--- config.mk ---
export PLATFORM = sky130hd
export DESIGN_NAME = pio_port
export DESIGN_NICKNAME = d
export VERILOG_FILES = /design/src/verilog/pio_pkg.sv /design/src/verilog/pio_pin_sync.sv /design/src/verilog/pio_port.sv
export SDC_FILE = /design/constraint.sdc
export NUM_CORES = 1
export LEC_CHECK = 0
export ABC_AREA = 1
export BUFFER_PORTS_ARGS = -buffer_cell sky130_fd_sc_hd__buf_2
export CAP_MARGIN = 10
export CORE_AREA = 5 5 240 242
export DETAILED_ROUTE_END_ITERATION = 8
export DIE_AREA = 0 0 245 247
export GPL_ROUTABILITY_DRIVEN = 0
export PLACE_DENSITY = 0.42
export SLEW_MARGIN = 20
export SYNTH_ARGS = -nofsm -noshare
export SYNTH_HDL_FRONTEND = slang
export SYNTH_SLANG_ARGS = --single-unit
--- constraint.sdc ---
create_clock -name CLK -period 1.6 [get_ports CLK]
set_input_delay 0.24 -clock CLK [delete_from_list [all_inputs] [get_ports CLK]]
set_output_delay 0.24 -clock CLK [all_outputs]
set_load 0.01 [all_outputs]
--- src/verilog/pio_pkg.sv ---
// constants shared by the parallel port block
package pio_pkg;
	localparam int NUM_PINS = 22;
	localparam int SYNC_STAGES = 3;
	localparam logic [NUM_PINS-1:0] DIR_RESET = 22'h000000;
	localparam logic [NUM_PINS-1:0] CTRL_RESET = 22'h000000;
	localparam logic [NUM_PINS-1:0] DATA_RESET = 22'h000000;
	localparam logic [NUM_PINS-1:0] INPUT_ONLY_NONE = 22'h000000;
endpackage

--- src/verilog/pio_pin_sync.sv ---
// three-stage input synchroniser with agreement filter
`timescale 1ns/10ps
module pio_pin_sync (
	input wire logic CLK, // bus clock
	input wire logic RST_N, // synchronous reset, active low
	input wire logic pin_in, // raw pin level
	output logic level // filtered level
);
	logic s1, s2, s3;
	logic next_s1, next_s2, next_s3, next_level;

	// shift chain; level follows once stages two and three agree
	always_comb begin
		next_s1 = pin_in;
		next_s2 = s1;
		next_s3 = s2;
		next_level = (s2 == s3) ? s3 : level;
	end

	// register stage
	always_ff @(posedge CLK) begin
		if (!RST_N) begin
			s1 <= 1'b0;
			s2 <= 1'b0;
			s3 <= 1'b0;
			level <= 1'b0;
		end else begin
			s1 <= next_s1;
			s2 <= next_s2;
			s3 <= next_s3;
			level <= next_level;
		end
	end
endmodule

--- src/verilog/pio_port.sv ---
// parallel io port pin control for all 22 pins
// Operation
// - one port, 22 pins, data and direction each
// - reset clears peripheral enables and directions
// - reset clears slew, drive and pull-up bits
// - enabled peripheral overrides general-purpose io
// - direction enables driver and selects read source
// - input buffer on unless analog or output-only
// - digital function drives; direction still picks read
// - analog function disables input and output buffers
// - input read with buffer off returns zero
// - analog wins over digital alternate function
// - pin controls independent of data and direction
// - pull-up bit switches pull-up on
// - pull-up off when pin drives output
// - pull-up off under analog control
// - slew limit only matters for outputs
// - high-drive bit raises output drive strength
`timescale 1ns/10ps
module pio_port (
	input wire logic CLK, // bus clock, 50 MHz
	input wire logic RST_N, // synchronous reset, active low
	input wire logic [21:0] DATA_WDATA, // data to write into output latch
	input wire logic [21:0] DATA_WE, // per-bit write strobe for latch
	input wire logic [21:0] DIR_WDATA, // direction write data
	input wire logic [21:0] DIR_WE, // per-bit direction write strobe
	input wire logic [21:0] PULL_WDATA, // pull-up enable write data
	input wire logic [21:0] PULL_WE, // per-bit pull-up write strobe
	input wire logic [21:0] SLEW_WDATA, // slew-limit write data
	input wire logic [21:0] SLEW_WE, // per-bit slew-limit write strobe
	input wire logic [21:0] DRIVE_WDATA, // high-drive write data
	input wire logic [21:0] DRIVE_WE, // per-bit high-drive write strobe
	input wire logic [21:0] DIG_EN, // shared digital function enabled
	input wire logic [21:0] DIG_OE, // digital function output enable
	input wire logic [21:0] DIG_OUT, // digital function output data
	input wire logic [21:0] ANA_EN, // shared analog function enabled
	input wire logic [21:0] PIN_I, // pin input levels
	output logic [21:0] DATA_RDATA, // port data read value
	output logic [21:0] DIR_RDATA, // direction register value
	output logic [21:0] PULL_RDATA, // pull-up enable register value
	output logic [21:0] SLEW_RDATA, // slew-limit register value
	output logic [21:0] DRIVE_RDATA, // high-drive register value
	output logic [21:0] DIG_IN, // pin level seen by digital function
	output logic [21:0] PERIPH_RESET, // high while shared functions held off
	output logic [21:0] PIN_O, // pin output value
	output logic [21:0] PIN_OE, // pin output enable, high drives
	output logic [21:0] PIN_IE, // pin input buffer enable
	output logic [21:0] PIN_PU, // pull-up device on
	output logic [21:0] PIN_SLEW, // slew limiting on
	output logic [21:0] PIN_HD // high drive on
);
	localparam int N = pio_pkg::NUM_PINS;

	logic [N-1:0] latch, dir, pull, slew, drive;
	logic [N-1:0] next_latch, next_dir, next_pull, next_slew, next_drive;
	logic [N-1:0] pin_sync;
	logic [N-1:0] ibuf_en, drv_en, drv_val, analog, digital;
	logic [N-1:0] next_rdata, next_pin_o, next_oe, next_ie, next_pu, next_sl, next_hd;
	logic in_reset;

	// per-pin input synchronisers
	genvar g;
	generate
		for (g = 0; g < N; g++) begin : gen_sync
			pio_pin_sync u_sync (
				.CLK(CLK),
				.RST_N(RST_N),
				.pin_in(PIN_I[g]),
				.level(pin_sync[g])
			);
		end
	endgenerate

	// register next values, each written bit by bit
	always_comb begin
		next_latch = (latch & ~DATA_WE) | (DATA_WDATA & DATA_WE);
		next_dir = (dir & ~DIR_WE) | (DIR_WDATA & DIR_WE);
		next_pull = (pull & ~PULL_WE) | (PULL_WDATA & PULL_WE);
		next_slew = (slew & ~SLEW_WE) | (SLEW_WDATA & SLEW_WE);
		next_drive = (drive & ~DRIVE_WE) | (DRIVE_WDATA & DRIVE_WE);
	end

	// register file, cleared on reset
	always_ff @(posedge CLK) begin
		if (!RST_N) begin
			latch <= pio_pkg::DATA_RESET;
			dir <= pio_pkg::DIR_RESET;
			pull <= pio_pkg::CTRL_RESET;
			slew <= pio_pkg::CTRL_RESET;
			drive <= pio_pkg::CTRL_RESET;
			in_reset <= 1'b1;
		end else begin
			latch <= next_latch;
			dir <= next_dir;
			pull <= next_pull;
			slew <= next_slew;
			drive <= next_drive;
			in_reset <= 1'b0;
		end
	end

	// ownership: analog over digital over port logic; shared off in reset
	always_comb begin
		analog = ANA_EN & {N{~in_reset}};
		digital = DIG_EN & ~ANA_EN & {N{~in_reset}};
		drv_en = '0;
		for (int i = 0; i < N; i++) begin
			if (analog[i]) begin
				drv_en[i] = 1'b0;
			end else if (digital[i]) begin
				drv_en[i] = DIG_OE[i];
			end else begin
				drv_en[i] = dir[i];
			end
		end
		drv_val = (digital & DIG_OUT) | (~digital & latch);
		ibuf_en = ~analog & ~pio_pkg::INPUT_ONLY_NONE;
	end

	// pin-side next values and read mux
	always_comb begin
		next_rdata = (dir & latch) | (~dir & ibuf_en & pin_sync);
		next_pin_o = drv_val;
		next_oe = drv_en;
		next_ie = ibuf_en;
		next_pu = pull & ~drv_en & ~analog;
		next_sl = slew & drv_en;
		next_hd = drive & drv_en;
	end

	// output registers
	always_ff @(posedge CLK) begin
		if (!RST_N) begin
			DATA_RDATA <= '0;
			PIN_O <= '0;
			PIN_OE <= '0;
			PIN_IE <= '1;
			PIN_PU <= '0;
			PIN_SLEW <= '0;
			PIN_HD <= '0;
		end else begin
			DATA_RDATA <= next_rdata;
			PIN_O <= next_pin_o;
			PIN_OE <= next_oe;
			PIN_IE <= next_ie;
			PIN_PU <= next_pu;
			PIN_SLEW <= next_sl;
			PIN_HD <= next_hd;
		end
	end

	// direct register views and the gated digital input
	assign DIR_RDATA = dir;
	assign PULL_RDATA = pull;
	assign SLEW_RDATA = slew;
	assign DRIVE_RDATA = drive;
	assign DIG_IN = pin_sync & ibuf_en;
	assign PERIPH_RESET = {N{in_reset}};

	// analog pin never drives
	a_analog_no_drive: assert property (@(posedge CLK) disable iff (!RST_N)
		$past(ANA_EN[0]) && !$past(in_reset) |-> !PIN_OE[0] && !PIN_IE[0])
		else $error("analog pin driven");
	// pull-up off for driven pin
	a_pullup_output_off: assert property (@(posedge CLK) disable iff (!RST_N)
		(PIN_OE & PIN_PU) == '0)
		else $error("pull-up on while driving");
	// read zero when input buffer off
	a_read_zero_off: assert property (@(posedge CLK) disable iff (!RST_N)
		!$past(dir[0]) && !$past(ibuf_en[0]) |-> !DATA_RDATA[0])
		else $error("nonzero read with buffer off");
	// output read returns latch
	a_read_latch: assert property (@(posedge CLK) disable iff (!RST_N)
		$past(dir[0]) |-> DATA_RDATA[0] == $past(latch[0]))
		else $error("output read not latch");
	// digital function drives its own enable
	a_digital_owns: assert property (@(posedge CLK) disable iff (!RST_N)
		$past(digital[1]) |-> PIN_OE[1] == $past(DIG_OE[1]) && PIN_O[1] == $past(DIG_OUT[1]))
		else $error("digital function lost pin");
	// slew and drive only on outputs
	a_slew_output_only: assert property (@(posedge CLK) disable iff (!RST_N)
		((PIN_SLEW | PIN_HD) & ~PIN_OE) == '0)
		else $error("slew or drive on input");
	// reset leaves pins as inputs
	a_reset_inputs: assert property (@(posedge CLK)
		!RST_N |=> dir == '0 && pull == '0 && slew == '0 && drive == '0)
		else $error("reset values wrong");
	// pull-up follows bit on idle input
	a_pullup_follows: assert property (@(posedge CLK) disable iff (!RST_N)
		$past(pull[2]) && !$past(drv_en[2]) && !$past(analog[2]) |-> PIN_PU[2])
		else $error("pull-up not on");

	// per-pin checks of ownership, reads and pin controls
	genvar k;
	generate
		for (k = 0; k < N; k++) begin : gen_pin_chk
			// analog pin releases both buffers
			a_pin_analog_off: assert property (@(posedge CLK) disable iff (!RST_N)
				$past(RST_N) && $past(analog[k]) |-> !PIN_OE[k] && !PIN_IE[k])
				else $error("analog pin buffers on");

			// analog pin has no pull-up
			a_pin_analog_pull: assert property (@(posedge CLK) disable iff (!RST_N)
				$past(RST_N) && $past(analog[k]) |-> !PIN_PU[k])
				else $error("pull-up on under analog");

			// analog beats digital on one pin
			a_pin_analog_wins: assert property (@(posedge CLK) disable iff (!RST_N)
				$past(RST_N) && !$past(in_reset) && $past(ANA_EN[k]) && $past(DIG_EN[k])
				|-> !PIN_OE[k] && !PIN_IE[k])
				else $error("digital beat analog");

			// port logic drive follows direction
			a_pin_port_drive: assert property (@(posedge CLK) disable iff (!RST_N)
				$past(RST_N) && !$past(analog[k]) && !$past(digital[k])
				|-> PIN_OE[k] == $past(dir[k]))
				else $error("port drive not direction");

			// port logic value is the latch
			a_pin_port_value: assert property (@(posedge CLK) disable iff (!RST_N)
				$past(RST_N) && !$past(digital[k]) |-> PIN_O[k] == $past(latch[k]))
				else $error("port value not latch");

			// digital function owns the enable
			a_pin_digital_drive: assert property (@(posedge CLK) disable iff (!RST_N)
				$past(RST_N) && $past(digital[k]) |-> PIN_OE[k] == $past(DIG_OE[k]))
				else $error("digital enable lost");

			// digital function owns the value
			a_pin_digital_value: assert property (@(posedge CLK) disable iff (!RST_N)
				$past(RST_N) && $past(digital[k]) |-> PIN_O[k] == $past(DIG_OUT[k]))
				else $error("digital value lost");

			// output read gives the latch
			a_pin_read_latch: assert property (@(posedge CLK) disable iff (!RST_N)
				$past(RST_N) && $past(dir[k]) |-> DATA_RDATA[k] == $past(latch[k]))
				else $error("output read not latch");

			// input read gives the synced pin
			a_pin_read_input: assert property (@(posedge CLK) disable iff (!RST_N)
				$past(RST_N) && !$past(dir[k]) && $past(ibuf_en[k])
				|-> DATA_RDATA[k] == $past(pin_sync[k]))
				else $error("input read not pin");

			// input read with buffer off is zero
			a_pin_read_zero: assert property (@(posedge CLK) disable iff (!RST_N)
				$past(RST_N) && !$past(dir[k]) && !$past(ibuf_en[k]) |-> !DATA_RDATA[k])
				else $error("read not zero");

			// input buffer stays on otherwise
			a_pin_ibuf_on: assert property (@(posedge CLK) disable iff (!RST_N)
				$past(RST_N) && !$past(analog[k]) |-> PIN_IE[k])
				else $error("input buffer off");

			// pull-up bit switches pull-up on
			a_pin_pull_on: assert property (@(posedge CLK) disable iff (!RST_N)
				$past(RST_N) && $past(pull[k]) && !$past(drv_en[k]) && !$past(analog[k])
				|-> PIN_PU[k])
				else $error("pull-up not on");

			// driven pin has no pull-up
			a_pin_pull_drive: assert property (@(posedge CLK) disable iff (!RST_N)
				PIN_OE[k] |-> !PIN_PU[k])
				else $error("pull-up on driven pin");

			// slew bit acts on outputs
			a_pin_slew_on: assert property (@(posedge CLK) disable iff (!RST_N)
				$past(RST_N) && $past(slew[k]) && $past(drv_en[k]) |-> PIN_SLEW[k])
				else $error("slew limit not on");

			// slew bit idle on inputs
			a_pin_slew_input: assert property (@(posedge CLK) disable iff (!RST_N)
				!PIN_OE[k] |-> !PIN_SLEW[k])
				else $error("slew limit on input");

			// high-drive bit acts on outputs
			a_pin_drive_on: assert property (@(posedge CLK) disable iff (!RST_N)
				$past(RST_N) && $past(drive[k]) && $past(drv_en[k]) |-> PIN_HD[k])
				else $error("high drive not on");

			// high drive idle on inputs
			a_pin_drive_input: assert property (@(posedge CLK) disable iff (!RST_N)
				!PIN_OE[k] |-> !PIN_HD[k])
				else $error("high drive on input");

			// direction write lands
			a_pin_dir_write: assert property (@(posedge CLK) disable iff (!RST_N)
				$past(RST_N) && $past(DIR_WE[k]) |-> dir[k] == $past(DIR_WDATA[k]))
				else $error("direction write lost");

			// data write lands
			a_pin_data_write: assert property (@(posedge CLK) disable iff (!RST_N)
				$past(RST_N) && $past(DATA_WE[k]) |-> latch[k] == $past(DATA_WDATA[k]))
				else $error("data write lost");

			// pull-up write lands
			a_pin_ctrl_write: assert property (@(posedge CLK) disable iff (!RST_N)
				$past(RST_N) && $past(PULL_WE[k]) |-> pull[k] == $past(PULL_WDATA[k]))
				else $error("pull-up write lost");

			// slew and high-drive bits keep value without strobe
			a_pin_ctrl_hold: assert property (@(posedge CLK) disable iff (!RST_N)
				$past(RST_N) && !$past(SLEW_WE[k]) && !$past(DRIVE_WE[k])
				|-> slew[k] == $past(slew[k]) && drive[k] == $past(drive[k]))
				else $error("control changed unasked");

			// shared functions held off in reset
			a_pin_shared_held: assert property (@(posedge CLK) disable iff (!RST_N)
				in_reset |-> !analog[k] && !digital[k] && PERIPH_RESET[k])
				else $error("shared function not held");

			// digital input gated by buffer
			a_pin_dig_in_off: assert property (@(posedge CLK) disable iff (!RST_N)
				!ibuf_en[k] |-> !DIG_IN[k])
				else $error("digital input not gated");
		end
	endgenerate
endmodule
# == Yosys cells after proc, flatten, opt, wreduce, memory -nomap -nowiden ==
# Cells that the tools add are included.
# totals
register_bits,353
latch_bits,0
ramBits,0
mem_bits_ro,0
input_bits,332
wordCells,209
memories,0
# op_classes
n_addsub,0
n_mul,0
n_div,0
n_lt_le_gt_ge,0
n_eq_ne,22
shift,0
muxes,45
bitwise_logic,41
reduce_logical,0
# op_table
cell,count
bitwise AND 22 bit,23
inverter 22 bit,10
bitwise OR 22 bit,7
two-way mux 1 bit,45
== test 1 bit,22
inverter 1 bit,1

# == Longest topological paths before layout ==
# Gate-level depths: netlist of the first run.
# depth
word_depth,8
depth_mapped,8
depth_no_buf,6

# == By module ==
# Synthesis of the first run repeated with hierarchy kept, for this count alone.
# unflattened
cells_unflattened,1485
area_unflattened_um2,12388.1
# modules_own_cells
module,n_inst,cells_per_inst,area_per_inst_um2
pio_port,1,1199,9828.2
pio_pin_sync,22,13,116.4

# == Worst setup path after synthesis of the first run ==
# Ideal clock, no wire load.
# synth_path
path_type,register to output
start,register in_reset
end,output DIG_IN[10]
t_arrival_ns,1.326
required_ns,1.360
setup_slack_ns,0.034
stages_incl_launch_ff,7
path_buffers,2
cell_sequence,dfxtp_1 > buf_6 > inv_4 > buf_6 > nand2_1 > nand2_1 > inv_1
# synth_between
elab_chain_len,4
# synth_lines
item,line,rtl
start: declaration,pio_port.sv:59,logic in_reset;
start signal: assignment,pio_port.sv:91,in_reset <= 1'b1;
start signal: assignment,pio_port.sv:98,in_reset <= 1'b0;
inverter 1 bit,pio_port.sv:104,analog = ANA_EN & {N{~in_reset}};
bitwise AND 22 bit,pio_port.sv:104,
inverter 22 bit,pio_port.sv:117,ibuf_en = ~analog & ~pio_pkg::INPUT_ONLY_NONE;
bitwise AND 22 bit,pio_port.sv:157,assign DIG_IN = pin_sync & ibuf_en;
end: declaration,pio_port.sv:43,"output logic [21:0] DIG_IN,"
# Every way passes these cells.

# == Worst setup path after layout of the first run ==
# layout_path
start,register in_reset
end,output DIG_IN[13]
# The elaborated chain is that of the path after synthesis.

==> results of run 1 <==
-- tightest hold or removal path, stage by stage --
cell	delay, ns
buf_2	0.15
nor2_4	0.06
nand3_1	0.06
a21oi_1	0.06
-- cell type report --
class | instances | area (µm²) | share of cell area
Timing Repair Buffer | 973 | 6860 | 0.319
Sequential cell | 353 | 7070 | 0.328
Inverter | 275 | 1050 | 0.0486
Antenna cell | 2 | 5.00 | 0.000232
Clock inverter | 19 | 226 | 0.0105
Tap cell | 704 | 881 | 0.0409
Clock buffer | 57 | 1210 | 0.0562
Multi-Input combinational cell | 806 | 4240 | 0.197
-- synth_stat cells --
cell type / instances
nand4_1: 7
inv_1: 273
nand2_1: 187
buf_12: 1
a31oi_1: 4
buf_6: 4
dfxtp_1: 353
nand3_1: 49
buf_4: 25
nand3b_1: 16
a21oi_1: 180
o21ai_0: 95
nand2_2: 20
inv_2: 1
buf_8: 1
nand4_2: 14
nor2_1: 220
clkbuf_1: 6
buf_2: 24
nor2_4: 14
inv_4: 1
-- cell families (layout without fill, tap and decap cells) --
| family | count (synthesis) | count (layout) |
|---|---|---|
| flip-flops | 353 | 353 |
| buffers and inverters | 336 | 1324 |
| AND/OR/NAND/NOR | 527 | 527 |
| AO/OA/AOI/OAI | 279 | 279 |
| other | 0 | 2 |
-- through the flow --
stage          setup WS [ns]  total power, mW  instances
2_1_floorplan         0.0339             10.4       1495
3_3_place_gp           0.147             11.5       2774
3_5_place_dp           0.132             11.5       2774
4_1_cts               -0.248             22.4       3175
5_1_grt               -0.254             23.2       3189
6_report              -0.176             22.1       3189
-- per-layer routing --
metal  part of all wire  wire (µm)  GRT usage
met2               0.52      25700      0.289
met3              0.066       3250     0.0417
met4              0.035       1730     0.0607
met5            0.00026         13          0
met1               0.38      18700      0.163
-- repair_timing --
item	CTS	global route
setup buffers	22	11
hold endpoints to repair	166	0
hold buffers	301	0
endpoints found under the setup margin	44	61
gates resized for setup	118	44
pin swaps	9	13
cloned	2	1
-- report_power, final --
part | leakage (nW) | switching (mW) | internal [mW]
combinational | 7.40 | 1.39 | 1.49
sequential | 2.89 | 0.180 | 9.17
clock | 0.715 | 3.78 | 6.11
total | 11.0 | 5.36 | 16.8
-- placed cells by master (no fill, tap or decap), types with 19 or more instances in the layout --
cell	n
clkbuf_16	46
nand2_4	19
buf_2	590
buf_4	45
o21ai_0	92
dfxtp_1	352
nand2_1	148
nor2_1	214
buf_6	24
a21oi_1	179
dlygate4sd3_1	300
nand2_2	26
inv_1	256
nand3_1	49
-- final timing paths --
path	start	end	depth (start not counted)
setup / recovery	in_reset	DIG_IN[13]	6
hold / removal	ANA_EN[6]	PIN_O[6]	4
setup reg to reg	in_reset	PIN_O[17]	5
hold reg to reg	gen_sync[20].u_sync.next_s2	gen_sync[20].u_sync.next_s3	2
==> flow_summary.ini, run 1 <==
[die]
core-area_um2 = 54900
fp-row-count = 86
start_util = 0.224
die-area_um2 = 60500
die_w_um = 245
die_h_um = 247
io_pins = 618

[global_route]
grt_max_degree = 78
grt_pass1_wl_mm = 73.7
antenna_found_initial = 4
grt.overflow.total = 0
track_usage = 0.154
first_global_vias = 13500

[run]
drv_cap = 0

[clock_network]
cts_max_path_buffers = 3
root_buffer = clkbuf_16
clkLatencyLatePin_ns = 0.55
cts-htree-levels = 2
cts_tree = yes
cts_buffers = 42
cts_num_sinks = 353
clkTransAtPathRegs_ns = 0.06

[setup_path]
end_kind = output port
cp_slowest_cell = dfxtp_4
critPathMaxFanout = 7
start_kind = register
cpLargestDelayFamily = buffers and inverters
critPathRequiredTime_ns = 1.36
slowest_delay_ns = 0.38
crit_type = register to output port
r2r_slack_ns = 0.05
worstPathCellList = inv_12 -> buf_16 -> nand2_8 -> nand2_4 -> inv_2 -> buf_6
critPathBufInv = 4
crit_arrival_ns = 1.54

[finish]
nNetsFinal = 2783
final.fill_count = 5739
final_area_um2 = 21500
fin_util = 0.393
final_layout_size_suffix_gt1_frac = 0.345
areaGrowthSynthToFinish_pct = 75.0

[power_and_ir_drop]
powerDensity_nw_per_um2 = 1030
power.leakage_nw = 11.0
ir_drop_mv = 0.586

[drt]
drc = 0
wl_mm = 49.4
num_vias = 13000
first_pass_iters = 5
routed_via_density = 4.07
postRouteAntennaNets = 0
dr.first_iter.drc_count = 392
wl_per_cell_um = 15.5

[yosys]
synth_fa_ha_area_frac = 0
yosys.area_share.simple = 0.195
synth_mux_area_frac = 0
synth_top_area_share = 0.574
synth_top_family_by_area = simple AND/OR/NAND/NOR gates
synth-seq-area-share = 0.574
synth_fp_nets = 1827
synth_cells = 1495
synth_seq_cells = 353
yosys_warnings = 0
synth_area_leader_cell = dfxtp_1
synth_xor_area_frac = 0
synth.cell_area_um2 = 12300
avgSynthCellArea_um2 = 8.23
synth_cell_types = 21
synth_compound_area_frac = 0.114
yosys-top-cells-area = dfxtp_1 (57%), inv_1 (8.3%), a21oi_1 (7.3%), nor2_1 (6.7%), nand2_1 (5.7%)

[outcome]
violations = negative setup slack
status = finished with violations

[timing]
rsz0062_at_grt = yes
max_slew_margin = 0.732
worst_hold_slack_ns = 0.0679
finalMaxSlewViolations = 0
skew_ns = 0.0134
fin_crit_sh = 1.11
setup_viol = 30
finalHoldViolCount = 0
period_needed_ns = 1.78
finalSetupTns_ns = -3.78
fmax_mhz = 563
tightest_slew_ns = 0.402
worst_slack_ns = -0.176

[worst_hold_path]
hold_path_class = input port to register

[placed_design]
dpl-instance-area_um2 = 16100
io_buffers = 617
dpl.hpwl_mm = 36.4
(Power assumes the default switching activity.)
==> inputs of run 2 (changes only) <==
--- a/config.mk
+++ b/config.mk
@@ -10,8 +10,10 @@
 export CAP_MARGIN = 10
 export CORE_AREA = 5 5 240 242
+export CTS_CLUSTER_DIAMETER = 30
 export DETAILED_ROUTE_END_ITERATION = 8
 export DIE_AREA = 0 0 245 247
 export GPL_ROUTABILITY_DRIVEN = 0
 export PLACE_DENSITY = 0.42
+export RECOVER_POWER = 100
 export SLEW_MARGIN = 20
 export SYNTH_ARGS = -nofsm -noshare
==> constraint.sdc (replaced) <==
create_clock -name CLK -period 1.6 [get_ports CLK]
set_input_delay 0.24 -clock CLK [delete_from_list [all_inputs] [get_ports CLK]]
set_output_delay 0.24 -clock CLK [all_outputs]
set_load 0.05 [all_outputs]
==> run 2 against run 1 <==
The flow still finishes with violations (negative setup slack). Clock power up 97%. Fmax down 4.6%. Global-route usage up 0.39 points.
==> flow_summary.ini, run 2 (synthesized netlist as in run 1, its figures left out) <==
[global_route]
grt.overflow.total = 0
antenna_found_initial = 4
grt_busiest_layer = met2
first_global_vias = 14400
globalRouteMet1Util = 0.161
grt_max_degree = 42
track_usage = 0.158
grt_pass1_wl_mm = 75.9
global_route.usage.met2 = 0.292
grtUsageMet3 = 0.0519

[finish]
final_layout_size_suffix_gt1_frac = 0.360
layout_commonest_cell = buf_2
nNetsFinal = 2862
final.fill_count = 5450
areaGrowthSynthToFinish_pct = 94.3
seqCellArea_um2 = 7070
final_area_um2 = 23900
final_cell_mix = buf_2 (569), dfxtp_1 (352), dlygate4sd3_1 (326)
multi_input_area_um2 = 4150

[die]
io_pins = 618
die_h_um = 247
die-area_um2 = 60500
fp-row-count = 86
die_w_um = 245
start_util = 0.224
core-area_um2 = 54900

[drt]
dr.first_iter.drc_count = 390
routed_via_density = 4.07
wl_per_cell_um = 15.4
postRouteAntennaNets = 0
first_pass_iters = 5
drc = 0
num_vias = 13500
wl_mm = 51.1

[power_and_ir_drop]
ir_drop_mv = 1.06
power.leakage_nw = 12.1
powerDensity_nw_per_um2 = 1370
power_mw = 32.7

[clock_network]
root_buffer = clkbuf_16
cts_tree = yes
cts_max_path_buffers = 3
cts_num_sinks = 353
cts_buffers = 96
clkTransAtPathRegs_ns = 0.04
clkLatencyLatePin_ns = 0.61
cts-htree-levels = 3

[setup_path]
crit_type = register to output port
critPathMaxFanout = 8
end_kind = output port
r2r-start = in_reset
r2r_slack_ns = -0.10
startpoint = in_reset
cp-endpoint = DIG_IN[13]
worstReg2RegEnd = PIN_O[14]
crit_arrival_ns = 1.62
start_kind = register
reg2reg_depth = 6
critPathRequiredTime_ns = 1.36

[outcome]
violations = negative setup slack
status = finished with violations

[timing]
max_slew_margin = 0.377
worst_hold_slack_ns = 0.0518
tightest_slew_ns = 0.935
worst_slack_ns = -0.262
fmax_mhz = 537
setup_viol = 54
fin_crit_sh = 1.16
finalHoldViolCount = 0
finalMaxSlewViolations = 0
period_needed_ns = 1.86
skew_ns = 0.0108
finalSetupTns_ns = -8.28
rsz0062_at_grt = yes

[placed_design]
dpl.hpwl_mm = 36.1
io_buffers = 617
dpl-instance-area_um2 = 16200

[worst_hold_path]
hold_path_class = input port to register

[run]
drv_cap = 0
[run 2: cell type report]
type | count | area share
Inverter | 275 | 0.0438
Antenna cell | 5 | 0.000523
Clock buffer | 134 | 0.114
Tap cell | 704 | 0.0368
Clock inverter | 43 | 0.0266
Timing Repair Buffer | 998 | 0.309
Sequential cell | 353 | 0.296
Multi-Input combinational cell | 806 | 0.174
[run 2: metal layers]
| metal | up-vias | part of all wire |
|---|---|---|
| li1 | 6740 | - |
| met3 | 121 | 0.071 |
| met5 | - | 0 |
| met1 | 6164 | 0.37 |
| met4 | 0 | 0.036 |
| met2 | 474 | 0.52 |
[run 2: repair_timing]
item	in CTS	in global routing
endpoints found under the hold margin	216	0
hold buffers	326	0
gates cloned	1	4
setup endpoints to repair	47	48
buffers inserted	7	11
pin swaps	2	7
gates resized for setup	141	111
[run 2: through the flow]
stage	setup WS [ns]	std cells	utilization
2_1_floorplan	0.00106	1495	-
3_3_place_gp	0.188	2787	0.295
3_5_place_dp	0.161	2787	0.295
4_1_cts	-0.327	3298	0.425
5_1_grt	-0.339	3317	0.436
6_report	-0.262	3318	0.436
[run 2: worst min path at each step]
stage | from | to | cells after the start
after floorplan | ANA_EN[11] | PIN_IE[11] | 1
after global placement | gen_sync[18].u_sync.next_s2 | gen_sync[18].u_sync.next_s3 | 2
after detailed placement | gen_sync[0].u_sync.next_s2 | gen_sync[0].u_sync.next_s3 | 2
after CTS | DIG_OE[16] | PIN_OE[16] | 5
after global routing | DIG_OE[16] | PIN_OE[16] | 5
final | DIG_OE[16] | PIN_OE[16] | 5
[run 2: critical path: stages, from the launching register on]
cell	delay (ns)
dfxtp_4	0.37
inv_8	0.09
buf_12	0.17
nand2_4	0.09
nand2_4	0.08
inv_2	0.04
buf_8	0.14
[run 2: where the power goes]
group	switching (mW)	leakage, nW	internal (mW)	total, mW
Clock	5.71	1.63	13.8	19.5
Combinational	2.30	7.62	1.58	3.88
Sequential	0.179	2.89	9.21	9.39
Total	8.19	12.1	24.5	32.7
